[src/rtl/crs_pkg.sv]
/*
  Constants, register map and types of the clock, reset and standby
  controller.
  Assumes one 200 MHz system clock. The oscillators arrive as one-cycle
  tick enables on that clock.
*/
// Contract
// - While reset is low all state is cleared; after release fetch starts at 0040H.
// - During reset port 2 bit 1 is driven high, and a low strap there enters test mode.
// - A low stop pin while the arming bit is 1 enters hardware stop and halts the fast oscillator.
// - The clock output gives the fast clock over 2 or 4, or the slow clock over 2 or 4.
// - The CPU clock is the fast clock, half the fast clock, or the slow clock.
// - A 14-bit time-base counter counts the CPU clock divided by 4n, n from 1 to 8.
// - The watch timer always counts the 32.768 kHz slow clock.
package crs_pkg;
  localparam logic [15:0] crs_reset_vector = 16'h0040;
  localparam int crs_tbc_width = 14;
  localparam int crs_tbc_div_max = 8;
  localparam int crs_tbc_base_div = 4;
  localparam int crs_watch_width = 15;
  localparam real crs_slow_khz = 32.768;
  // register offsets, byte addresses on a 32-bit bus
  localparam logic [3:0] crs_off_standby = 4'h0;
  localparam logic [3:0] crs_off_clock = 4'h4;
  localparam logic [3:0] crs_off_status = 4'h8;
  localparam logic [3:0] crs_off_tbc = 4'hC;
  // standby_control_register fields
  localparam int crs_arm_pos = 0;
  // clock register fields
  localparam int crs_cpu_sel_lsb = 0;
  localparam int crs_out_sel_lsb = 2;
  localparam int crs_out_en_pos = 4;
  localparam int crs_tbc_n_lsb = 8;
  // status fields
  localparam int crs_st_stop_pos = 0;
  localparam int crs_st_test_pos = 1;
  localparam logic [31:0] crs_clock_reset = 32'h0000_0000;

  typedef enum logic [1:0] {
    crs_cpu_fast, crs_cpu_half, crs_cpu_slow, crs_cpu_rsvd
  } crs_cpu_sel_t;
  typedef enum logic [1:0] {
    crs_out_fast2, crs_out_fast4, crs_out_slow2, crs_out_slow4
  } crs_out_sel_t;
  typedef enum logic [1:0] {crs_st_reset, crs_st_run, crs_st_stop, crs_st_test}
    crs_mode_t;
endpackage : crs_pkg

[src/rtl/crs_div_if.sv]
/*
  Interface carrying a tick divider's input and output.
  Assumes both ends sit on the one system clock.
*/
`timescale 1ns/10ps
interface crs_div_if;
  logic tick_in;
  logic [3:0] ratio_m1;
  logic tick_out;
  logic phase;
  modport ctl (output tick_in, output ratio_m1, input tick_out, input phase);
  modport div (input tick_in, input ratio_m1, output tick_out, output phase);
endinterface : crs_div_if

[src/rtl/crs_tick_div.sv]
/*
  Tick divider: passes one tick out of every ratio_m1+1 ticks in and
  toggles a square-wave phase on each output tick.
  Assumes ticks are one-cycle enables on the system clock.
*/
`timescale 1ns/10ps
module crs_tick_div
  import crs_pkg::*;
(
  input wire logic clock,
  input wire logic nrst,
  input wire logic run,
  crs_div_if.div d
);
  typedef struct packed {
    logic [3:0] cnt;
    logic phase;
  } crs_div_state_t;
  crs_div_state_t st, next_st;
  logic hit;

  assign hit = d.tick_in && (st.cnt >= d.ratio_m1);
  assign d.tick_out = hit && run;
  assign d.phase = st.phase;

  always_comb begin
    next_st = st;
    if (!run) begin
      next_st = '0;
    end else if (d.tick_in) begin
      next_st.cnt = hit ? 4'h0 : st.cnt + 4'h1;
      if (hit) begin
        next_st.phase = ~st.phase;
      end
    end
  end

  always_ff @(posedge clock or negedge nrst) begin
    if (!nrst) begin
      st <= '0;
    end else begin
      st <= next_st;
    end
  end
endmodule : crs_tick_div

[src/rtl/crs_ctrl.sv]
/*
  Clock, reset and standby controller with a classic Wishbone slave.
  Assumes fast_tick and slow_tick are one-cycle enables marking the
  fast and 32.768 kHz oscillator edges, synchronous to clock.
*/
`timescale 1ns/10ps
module crs_ctrl
  import crs_pkg::*;
(
  input wire logic clock,
  input wire logic nrst,
  input wire logic fast_tick,
  input wire logic slow_tick,
  input wire logic hw_stop_request_pin_n,
  input wire logic port2_bit1_strap_in,
  output logic port2_bit1_strap_out,
  output logic port2_bit1_strap_oe_n,
  output logic fast_osc_enable,
  output logic cpu_clk_tick,
  output logic cpu_run,
  output logic test_mode,
  output logic [15:0] fetch_address,
  output logic tbc_tick,
  output logic [13:0] tbc_count,
  output logic watch_tick,
  output logic [14:0] watch_count,
  output logic divided_clock_output_pin,
  input wire logic wb_cyc_i,
  input wire logic wb_stb_i,
  input wire logic wb_we_i,
  input wire logic [3:0] wb_adr_i,
  input wire logic [3:0] wb_sel_i,
  input wire logic [31:0] wb_dat_i,
  output logic [31:0] wb_dat_o,
  output logic wb_ack_o,
  output logic wb_err_o
);
  typedef struct packed {
    crs_mode_t mode;
    logic strap_seen;
    logic hw_stop_arm_bit;
    crs_cpu_sel_t cpu_sel;
    crs_out_sel_t out_sel;
    logic out_en;
    logic [2:0] tbc_n_m1;
    logic half_ph;
    logic [1:0] q4;
    logic [13:0] tbc;
    logic [14:0] watch;
    logic out_pin;
    logic ack;
    logic err;
    logic [31:0] rdata;
  } crs_state_t;
  crs_state_t st, next_st;

  // elaboration-time refusal of a geometry the dividers cannot serve
  if (crs_tbc_width != 14 || crs_tbc_div_max != 8) begin : g_bad_geometry
    $error("time-base counter geometry unsupported");
  end

  logic running;
  logic cpu_raw;
  logic access;
  logic [31:0] clock_reg;
  crs_div_if tbc_if ();

  assign running = (st.mode == crs_st_run);
  always_comb begin
    case (st.cpu_sel)
      crs_cpu_fast: cpu_raw = fast_tick && fast_osc_enable;
      crs_cpu_half: cpu_raw = fast_tick && fast_osc_enable && st.half_ph;
      crs_cpu_slow: cpu_raw = slow_tick;
      default: cpu_raw = fast_tick && fast_osc_enable;
    endcase
  end
  assign cpu_clk_tick = cpu_raw && running;

  // quarter of cpu clock, then the 1/n stage
  assign tbc_if.tick_in = cpu_clk_tick && (st.q4 == 2'(crs_tbc_base_div - 1));
  assign tbc_if.ratio_m1 = {1'b0, st.tbc_n_m1};
  crs_tick_div u_tbc_div (
    .clock(clock),
    .nrst(nrst),
    .run(running),
    .d(tbc_if.div)
  );
  assign tbc_tick = tbc_if.tick_out;
  assign tbc_count = st.tbc;
  assign watch_tick = slow_tick;
  assign watch_count = st.watch;

  assign fast_osc_enable = (st.mode != crs_st_stop);
  assign cpu_run = running;
  assign test_mode = (st.mode == crs_st_test);
  assign fetch_address = crs_reset_vector;
  // strap driven high while reset is in progress, released afterwards
  assign port2_bit1_strap_out = 1'b1;
  assign port2_bit1_strap_oe_n = (st.mode != crs_st_reset);
  assign divided_clock_output_pin = st.out_pin;
  assign wb_dat_o = st.rdata;
  assign wb_ack_o = st.ack;
  assign wb_err_o = st.err;
  assign access = wb_cyc_i && wb_stb_i && !st.ack && !st.err;

  always_comb begin
    clock_reg = crs_clock_reset;
    clock_reg[crs_cpu_sel_lsb +: 2] = st.cpu_sel;
    clock_reg[crs_out_sel_lsb +: 2] = st.out_sel;
    clock_reg[crs_out_en_pos] = st.out_en;
    clock_reg[crs_tbc_n_lsb +: 3] = st.tbc_n_m1;
  end

  always_comb begin
    next_st = st;
    next_st.ack = 1'b0;
    next_st.err = 1'b0;
    case (st.mode)
      // one cycle after release the strap is sampled, still driven high
      crs_st_reset: begin
        next_st.mode = port2_bit1_strap_in ? crs_st_run : crs_st_test;
      end
      crs_st_run: begin
        if (!hw_stop_request_pin_n && st.hw_stop_arm_bit) begin
          next_st.mode = crs_st_stop;
        end
      end
      // leaving stop needs a reset: no wake source lives here
      crs_st_stop: next_st.mode = crs_st_stop;
      crs_st_test: next_st.mode = crs_st_test;
      default: next_st.mode = crs_st_reset;
    endcase
    if (fast_tick && fast_osc_enable) begin
      next_st.half_ph = ~st.half_ph;
    end
    if (cpu_clk_tick) begin
      next_st.q4 = st.q4 + 2'h1;
    end
    if (tbc_if.tick_out) begin
      next_st.tbc = st.tbc + 14'h1;
    end
    if (slow_tick) begin
      next_st.watch = st.watch + 15'h1;
    end
    // clock output pin, square wave at tick/2 or tick/4
    if (!st.out_en) begin
      next_st.out_pin = 1'b0;
    end else begin
      case (st.out_sel)
        crs_out_fast2: begin
          if (fast_tick && fast_osc_enable) next_st.out_pin = ~st.out_pin;
        end
        crs_out_fast4: begin
          if (fast_tick && fast_osc_enable && st.half_ph)
            next_st.out_pin = ~st.out_pin;
        end
        crs_out_slow2: begin
          if (slow_tick) next_st.out_pin = ~st.out_pin;
        end
        crs_out_slow4: begin
          if (slow_tick && st.watch[0]) next_st.out_pin = ~st.out_pin;
        end
        default: next_st.out_pin = 1'b0;
      endcase
    end
    if (access) begin
      next_st.ack = 1'b1;
      next_st.rdata = '0;
      case (wb_adr_i)
        crs_off_standby: begin
          next_st.rdata[crs_arm_pos] = st.hw_stop_arm_bit;
          if (wb_we_i && wb_sel_i[0])
            next_st.hw_stop_arm_bit = wb_dat_i[crs_arm_pos];
        end
        crs_off_clock: begin
          next_st.rdata = clock_reg;
          if (wb_we_i && wb_sel_i[0]) begin
            next_st.cpu_sel = crs_cpu_sel_t'(wb_dat_i[crs_cpu_sel_lsb +: 2]);
            next_st.out_sel = crs_out_sel_t'(wb_dat_i[crs_out_sel_lsb +: 2]);
            next_st.out_en = wb_dat_i[crs_out_en_pos];
          end
          if (wb_we_i && wb_sel_i[1])
            next_st.tbc_n_m1 = wb_dat_i[crs_tbc_n_lsb +: 3];
        end
        crs_off_status: begin
          next_st.rdata[crs_st_stop_pos] = (st.mode == crs_st_stop);
          next_st.rdata[crs_st_test_pos] = (st.mode == crs_st_test);
        end
        crs_off_tbc: begin
          next_st.rdata[crs_tbc_width-1:0] = st.tbc;
          if (wb_we_i && wb_sel_i[0]) next_st.tbc = '0;
        end
        default: begin
          next_st.ack = 1'b0;
          next_st.err = 1'b1;
        end
      endcase
    end
  end

  // every field cleared while nrst is low
  always_ff @(posedge clock or negedge nrst) begin
    if (!nrst) begin
      st <= '0;
    end else begin
      st <= next_st;
    end
  end
endmodule : crs_ctrl

[config.mk]
export PLATFORM = sky130hd
export DESIGN_NAME = crs_ctrl
export DESIGN_NICKNAME = d
export VERILOG_FILES = /design/src/rtl/crs_pkg.sv /design/src/rtl/crs_div_if.sv /design/src/rtl/crs_tick_div.sv /design/src/rtl/crs_ctrl.sv
export SDC_FILE = /design/constraint.sdc
export NUM_CORES = 1
export LEC_CHECK = 0
export ABC_AREA = 1
export BUFFER_PORTS_ARGS = -buffer_cell sky130_fd_sc_hd__buf_2
export CAP_MARGIN = 15
export CELL_PAD_IN_SITES_DETAIL_PLACEMENT = 1
export CELL_PAD_IN_SITES_GLOBAL_PLACEMENT = 1
export CORE_UTILIZATION = 39
export CTS_BUF_LIST = sky130_fd_sc_hd__clkbuf_4 sky130_fd_sc_hd__clkbuf_8 sky130_fd_sc_hd__clkbuf_16
export DETAILED_ROUTE_END_ITERATION = 10
export PLACE_DENSITY_LB_ADDON = 0.1
export SLEW_MARGIN = 0
export SYNTH_ARGS = -nofsm -noshare
export SYNTH_HDL_FRONTEND = slang
export SYNTH_SLANG_ARGS = --single-unit
[constraint.sdc]
create_clock -name clock -period 4.88 [get_ports clock]
set_clock_uncertainty 0.15 [all_clocks]
set_input_delay 0.488 -clock clock [delete_from_list [all_inputs] [get_ports clock]]
set_output_delay 0.488 -clock clock [all_outputs]
set_load 0.02 [all_outputs]
# Word-level counts from Yosys, hierarchy flattened
# Index checks and enable logic that the tools add are counted.
[word_totals]
reg_bits = 65
input_bits = 49
output_inout_bits = 88
wordCells = 93
[op_classes]
n_addsub = 4
order_cmp = 1
eq_ne = 20
mux = 23
n_bitwise = 3
reduce_logical = 26
[op_table]
columns = ["op", "count"]
rows = [
  ["14-bit two-way mux", 4],
  ["34-bit two-way mux", 1],
  ["12-bit one-hot mux with 2 select lines", 1],
  ["15-bit by 1-bit adder with 15-bit output, second input constant", 1],
  ["14-bit by 1-bit adder with 14-bit output, second input constant", 1],
  ["1-bit logical AND", 13],
  ["2-bit == test, second input constant", 6],
  ["3-bit != test, second input constant", 4],
  ["5-bit two-way mux", 2],
  ["3-bit AND reduction", 3],
  ["4-bit == test, second input constant", 2],
  ["1-bit one-hot mux with 4 select lines", 2],
  ["2-bit one-hot mux with 4 select lines", 1],
  ["2-bit by 1-bit == test with 1-bit output, second input constant", 3],
  ["1-bit two-way mux", 6],
  ["2-bit two-way mux", 3],
  ["2-bit by 1-bit != test with 1-bit output, second input constant", 3],
  ["4-bit by 1-bit adder with 4-bit output, second input constant", 1],
  ["4-bit by 3-bit == test with 1-bit output, second input constant", 1],
  ["4-bit by 3-bit >= comparator with 1-bit output", 1],
  ["2-bit logical NOT", 2],
  ["4-bit logical NOT", 1],
  ["4-bit two-way mux", 1],
  ["4-bit AND reduction", 1],
  ["other kinds (9)", 13],
]

# Longest topological paths before layout
# Gate-level depths: netlist of run 1.
[depth]
word_depth = 12
depth_mapped = 12
mapped_depth_nobuf = 12

# Modules after synthesis
# From an unflattened synthesis of run 1, not the netlist that was laid out.
[hier_totals]
hier_cells = 492
hier_area_um2 = 4122.7
[by_module_without_submodules]
columns = ["mod", "n_inst", "cells_each", "area_per_inst_um2"]
rows = [
  ["crs_ctrl", 1, 445, 3768.6],
  ["crs_tick_div", 1, 47, 354.1],
]

# Least setup slack after synthesis of run 1
# No wires, ideal clock.
[synth_path]
path_kind = "reg-to-output"
from = "register st[77] (netlist bit)"
to = "output tbc_tick"
arrival_ns = 1.408
required_ns = 4.242
path_slack_ns = 2.834
stages_incl_launch_ff = 10
path_buffers = 0
path_cell_list = "dfrtp_1 -> inv_1 -> ha_1 -> inv_2 -> nand2_1 -> nand2_1 -> nand2_1 -> inv_1 -> nand3_2 -> nor2_4"
[synth_between]
elab_chain_cells = 8
word_cells_on_any_way = 9
cone_classes = "2 x eq/ne; 1 x mux; 6 x reduce/logical"
[synth_lines]
columns = ["item", "line", "source"]
rows = [
  ["start: declaration", "crs_ctrl.sv:55", "crs_state_t st, next_st;"],
  ["start signal: assignment", "crs_ctrl.sv:206", "st <= next_st;"],
  ["2-bit != test *", "crs_ctrl.sv:93", "assign fast_osc_enable = (st.mode != crs_st_stop);"],
  ["via fast_osc_enable", "crs_ctrl.sv:18", "output logic fast_osc_enable,"],
  ["1-bit logical AND *", "crs_ctrl.sv:71, crs_ctrl.sv:72, crs_ctrl.sv:74", ""],
  ["1-bit logical AND", "crs_ctrl.sv:72", "crs_cpu_half: cpu_raw = fast_tick && fast_osc_enable && st.half_ph;"],
  ["1-bit one-hot mux with 2 select lines *", "crs_ctrl.sv:70", "case (st.cpu_sel)"],
  ["1-bit logical AND *", "crs_ctrl.sv:77", "assign cpu_clk_tick = cpu_raw && running;"],
  ["1-bit logical AND *", "crs_ctrl.sv:80", "assign tbc_if.tick_in = cpu_clk_tick && (st.q4 == 2'(crs_tbc_base_div - 1));"],
  ["1-bit logical AND *", "crs_tick_div.sv:22", "assign hit = d.tick_in && (st.cnt >= d.ratio_m1);"],
  ["1-bit logical AND *", "crs_tick_div.sv:23", "assign d.tick_out = hit && run;"],
  ["end: declaration", "crs_ctrl.sv:23", "output logic tbc_tick,"],
]
# The timed path passes the listed nets; every way through them passes the cells marked *.

# Final worst setup path of run 1
[layout_path]
from = "register u_tbc_div.st[3] (netlist bit)"
to = "output tbc_tick"
[layout_between]
elab_chain_cells = 3
[layout_lines]
columns = ["item", "line", "source"]
rows = [
  ["start: declaration", "crs_tick_div.sv:19", "crs_div_state_t st, next_st;"],
  ["start signal: assignment", "crs_tick_div.sv:42", "st <= next_st;"],
  ["4-bit by 3-bit >= comparator with 1-bit output", "crs_tick_div.sv:22", ""],
  ["1-bit logical AND", "crs_tick_div.sv:22", ""],
  ["1-bit logical AND", "crs_tick_div.sv:23", ""],
]
# No other way between the ends.

==> impl_metrics.tcl, run 1 <==
set metrics [dict create \
    status "complete, no violations" \
    vias 3154 \
    core_sq_um 10200 \
    clkLatencyLatePin_ns 0.34 \
    avgSynthCellArea_sq_um 8.00 \
    grt_antenna_before_repair 0 \
    routabilityCongestion 0.775 \
    tightest_slew_ns 0.770 \
    synthToLayoutAreaGrowth_pct 6.00 \
    diodes 0 \
    cap_violations 0 \
    fp-row-count 37 \
    routedWlPerCell_um 13.8 \
    critical_path_class "flip-flop to output pin" \
    largest_reg_flops 15 \
    ys_ff_latch 64 \
    critPathMaxStageDelay_ns 0.43 \
    synth-xor-area-share_pct 4.07 \
    cts.clk_slew.worst_paths_ns 0.07 \
    chipHeight_um 104 \
    crit_slowest_cell "dfrtp_1" \
    fin_nets 608 \
    final_util_pct 42.4 \
    ant_nets 0 \
    hp-class "primary input to flip-flop" \
    grt_max_degree 52 \
    synth_top_family_by_area "simple AND/OR/NAND/NOR gates" \
    fin_crit_sh_pct 58.7 \
    startpoint_type "flip-flop" \
    cp_cell_sequence "ha_1 > inv_1 > nor2_1 > nand2_1 > nand3_1 > inv_1 > nor2_4 > buf_2" \
    syn-instance-count 511 \
    timing.fmax_ghz 0.349 \
    clkSinkCount 64 \
    grt-ovfl-total 0 \
    synth_compound_area_share_pct 6.92 \
    yosysSeqAreaShare_pct 39.2 \
    layout-drive-gt1-share_pct 20.3 \
    root_buffer "clkbuf_8" \
    synth_cell_types 37 \
    crit_path_max_fanout 11 \
    rsz0062_at_grt "false" \
    drc 0 \
    cts_tree "built" \
    maxSlewViolCount 0 \
    io_pins 137 \
    cp_common_cell "inv_1" \
    cp_data_arrival_time_ns 2.23 \
    grt_pass1_wl_mm 16.2 \
    cts_max_path_buffers 2 \
    powerDensity_nw_per_um2 307 \
    syn_area_sq_um 4090 \
    ir_worst_vdd_mv 0.111 \
    power_mw 1.33 \
    hold_viol_final 0 \
    worstRegToRegCells 6 \
    rrSetupSlack_ns 2.30 \
    cts.repair.resized 0 \
    leakagePower_nw 2.37 \
    routed_wl_mm 9.44 \
    viasPerCell 4.61 \
    die_x_um 104 \
    finalCriticalPeriod_ns 2.87 \
    drt_iter0_drc 100 \
    holdPathStages 2 \
    critPathRequiredTime_ns 4.24 \
    synthAdderAreaFrac_pct 4.28 \
    cts_inserted_buffers 9 \
    crit_path_end_kind "output pin" \
    dr.pass1.iters 4 \
    dp_hpwl_mm 7.18 \
    ys_warn_count 0 \
    grt_usage_pct 18.8 \
    setup_viol 0 \
    fin_tns_setup_ns 0 \
    htree_levels 3 \
    maxSlewHeadroom_pct 48.5 \
    yosys.area_share.simple_pct 23.0 \
    port-buffer-count 75 \
    dieArea_sq_um 10900 \
    muxShareOfSynthArea_pct 0.643 \
    grt_pass1_vias 3167 \
    floorplan.initialDensity_pct 40.0 \
]
[cells in the mapped netlist (all sizes together)]
master,count,share of area (%)
a21oi,26,3.3
a31oi,3,0.46
a41oi,1,0.21
and3,1,0.15
buf,84,15
clkbuf,3,0.31
clkinv,1,0.092
conb,2,0.18
dfrtp,64,39
ha,14,4.3
inv,66,6.1
mux2,2,0.64
nand2,112,11
nand3,31,4.2
nand3b,1,0.18
nand4,13,2.1
nor2,42,4.5
nor3,4,0.76
nor3b,1,0.46
o21ai,12,1.5
o22ai,5,0.76
o31ai,4,0.73
xnor2,4,0.86
xor2,15,3.2
[per-stage QoR]
step | hold slack, ns | cell area (sq um) | cells | setup WS [ns]
floorplan | 0.0424 | 4210 | 544 | 2.83
global placement | 0.256 | 4130 | 669 | 2.23
detailed placement | 0.271 | 4130 | 669 | 2.22
CTS | 0.148 | 4330 | 684 | 1.99
global route | 0.167 | 4330 | 684 | 1.87
finish | 0.174 | 4330 | 684 | 2.01
[critical path, delay by kind of cell (launching register included)]
family	cells	cell delay [ns]
buffers and inverters	3	0.41
adders and majority gates	1	0.31
DFF	1	0.43
and+or+nand+nor	4	0.74
[layer usage]
layer	GRT usage, %	share of wire [%]
met1	26.3	48
met2	28.9	46
met3	3.70	5.1
met4	6.12	1.0
met5	0	0
[power breakdown]
| group | internal [mW] | switching (mW) | total [mW] |
|---|---|---|---|
| registers | 0.576 | 0.0418 | 0.618 |
| clock network | 0.257 | 0.206 | 0.464 |
| logic | 0.0809 | 0.168 | 0.249 |
[layout by cell type (no fill, tap or decap), types with 11 or more instances in the layout]
master	n
buf_2	75
o21ai_0	11
nand4_1	12
xor2_1	15
inv_1	63
nor2_1	37
ha_1	14
nand3_1	28
a21oi_1	25
dfrtp_1	64
nand2_1	108
clkbuf_8	11
conb_1	35
[path summary, 6_finish.rpt]
path,startpoint,endpoint
max,u_tbc_div.st[3],tbc_tick
min,port2_bit1_strap_in,st[78]
max reg2reg,wb_ack_o,tbc_count[8]
min reg2reg,wb_dat_o[7],wb_dat_o[7]
max in group asynchronous,nrst,tbc_count[4]
min in group asynchronous,nrst,tbc_count[0]
[timing repair]
action | in CTS | in global routing
hold buffers | 1 | 0
buffers inserted | 0 | 0
hold endpoints to repair | 13 | 0
[kinds of logic (layout without fill, tap and decap cells)]
group,Yosys count,count (layout)
multiplexers,2,2
adder cells (fa/ha/maj),14,14
XOR/XNOR,19,19
AO/OA/AOI/OAI,51,51
other,2,35
buffers and inverters,154,158
AND/OR/NAND/NOR,205,205
flip-flops,64,64
[layout make-up]
cell class                 instances  area (sq um)
tap                              136           170
timing repair buffer              77           393
clock buffer                      11           151
multi-input combinational        326          1720
sequential                        64          1600
inverter                          67           251
fill                            1283          5900
clock inverter                     3          42.5
No activity file was read; power rests on OpenSTA's default activity.
==> inputs of run 2 (changes only) <==
CORE_UTILIZATION = 33   (was 39)
clock period = 2.6 ns   (was 4.88 ns; I/O delays follow)
==> impl_metrics.tcl, run 2 (same netlist as run 1, synthesis figures left out) <==
set metrics [dict create \
    grt_max_degree 26 \
    timing.fmax_ghz 0.428 \
    hp-class "primary input to flip-flop" \
    dr.pass1.iters 4 \
    cts_tree "built" \
    comb_power_share_pct 16.0 \
    grt_pass1_vias 3124 \
    diodes 0 \
    synthToLayoutAreaGrowth_pct 11.5 \
    ir_worst_vdd_mv 0.277 \
    setup_viol 0 \
    grt_pass1_wl_mm 16.0 \
    root_buffer "clkbuf_16" \
    die_x_um 113 \
    finalCriticalPeriod_ns 2.34 \
    cp_cell_sequence "inv_1 > ha_1 > inv_2 > nand2_1 > nand2_1 > nand2_1 > inv_1 > nand3_2 > nor2_4 > buf_2" \
    routed_wl_mm 9.89 \
    clkSinkCount 64 \
    final_common_cell "nand2_1" \
    io_pins 137 \
    ant_nets 0 \
    crit_slowest_cell "dfrtp_1" \
    hold_ws_ns 0.0131 \
    floorplan.initialDensity_pct 33.9 \
    cp_data_arrival_time_ns 1.93 \
    status "complete, no violations" \
    rsz0062_at_grt "false" \
    viasPerCell 4.39 \
    internal_power_mw 2.11 \
    power_switching_uw 860 \
    critPathRequiredTime_ns 2.19 \
    maxSlewViolCount 0 \
    p_sw_share_pct 29.0 \
    cap_violations 0 \
    cts_max_path_buffers 2 \
    critical_path_class "flip-flop to output pin" \
    cp_common_cell "nand2_1" \
    fin_tns_setup_ns 0 \
    fp-row-count 40 \
    core_sq_um 12100 \
    power_frac_seq_pct 39.1 \
    clock_power_share_pct 44.9 \
    chipHeight_um 113 \
    grt_antenna_before_repair 1 \
    grt-ovfl-total 0 \
    critPathMaxStageDelay_ns 0.39 \
    cts.clk_slew.worst_paths_ns 0.06 \
    port-buffer-count 75 \
    startpoint_type "flip-flop" \
    hold_viol_final 0 \
    routedWlPerCell_um 13.7 \
    grt_usage_pct 16.2 \
    clkLatencyLatePin_ns 0.33 \
    htree_levels 3 \
    fin_crit_sh_pct 89.9 \
    crit_path_end_kind "output pin" \
    powerDensity_nw_per_um2 651 \
    leakagePower_nw 2.46 \
    cts_inserted_buffers 9 \
    dieArea_sq_um 12800 \
    vias 3181 \
    layout-drive-gt1-share_pct 21.2 \
    routabilityCongestion 0.805 \
    crit_path_max_fanout 4 \
    drt_iter0_drc 58 \
    fin_nets 614 \
    largest_reg_flops 15 \
    fill_cells 1490 \
    dp_hpwl_mm 7.62 \
    final_cell_mix "nand2_1 (108), buf_2 (75), dfrtp_1 (64)" \
    drc 0 \
]
-- run 2: cell count changes in the layout (fill, tap and decap cells not counted), sizes merged --
cell / delta
buf: +5
bufinv: +1
clkbuf: -1
clkinv: +1
clkinvlp: +1
dlygate4sd3: +1
-- run 2: repair_timing --
action,in CTS,in global routing
hold buffers,2,0
setup buffers,0,1
setup endpoints to repair,0,1
resized for setup,0,0
hold endpoints to repair,17,0
-- run 2: routing by layer --
layer	track usage (%)	routed length (um)	vias to the layer above
met5	0	0	-
met4	6.05	124	0
met3	3.11	383	9
met2	25.7	4580	72
met1	21.7	4800	1514
li1	-	-	1586
-- run 2: power groups by stage --
stage,registers [mW],clock network (mW),logic (mW)
floorplan,1.17,0,0.440
global placement,1.18,0,0.470
detailed placement,1.18,0,0.481
CTS,1.16,1.37,0.484
global route,1.18,1.41,0.523
finish,1.16,1.33,0.474
-- run 2: path summary, 6_finish.rpt --
check	from	to	slack (ns)	cells after the start
max	st[77]	tbc_tick	0.26	10
min	wb_dat_i[2]	clock_reg[2]	0.01	2
max reg2reg	st[77]	tbc_count[1]	0.43	10
min reg2reg	wb_dat_o[0]	wb_dat_o[0]	0.32	2
max in group asynchronous	nrst	wb_dat_o[1]	1.35	3
min in group asynchronous	nrst	wb_err_o	0.25	2
-- run 2: area by class of cell --
cell class / instances / area, sq um / area share [%]
Timing Repair Buffer: 83 / 440 / 9.66
Sequential cell: 64 / 1600 / 35.1
Multi-Input combinational cell: 326 / 1720 / 37.8
Clock inverter: 6 / 92.6 / 2.03
Clock buffer: 10 / 239 / 5.24
Tap cell: 168 / 210 / 4.61
Inverter: 67 / 251 / 5.52
-- run 2: through the flow --
| step | cell area, sq um | util [%] | worst slack [ns] | instances | total power [mW] |
|---|---|---|---|---|---|
| after detailed placement | 4200 | 34.8 | 0.396 | 705 | 1.66 |
| after floorplan | 4210 | - | 0.594 | 544 | 1.61 |
| after global placement | 4200 | 34.8 | 0.480 | 705 | 1.65 |
| after CTS | 4550 | 37.7 | 0.113 | 723 | 3.02 |
| after global routing | 4560 | 37.8 | 0.0937 | 724 | 3.11 |
| final | 4560 | 37.8 | 0.263 | 724 | 2.97 |
-- run 2: critical path, delay by kind of cell, from the launching register on --
kind	cells	cell delay, ns
and+or+nand+nor	5	0.52
buffers and inverters	4	0.43
DFF	1	0.39
adders and majority gates	1	0.24
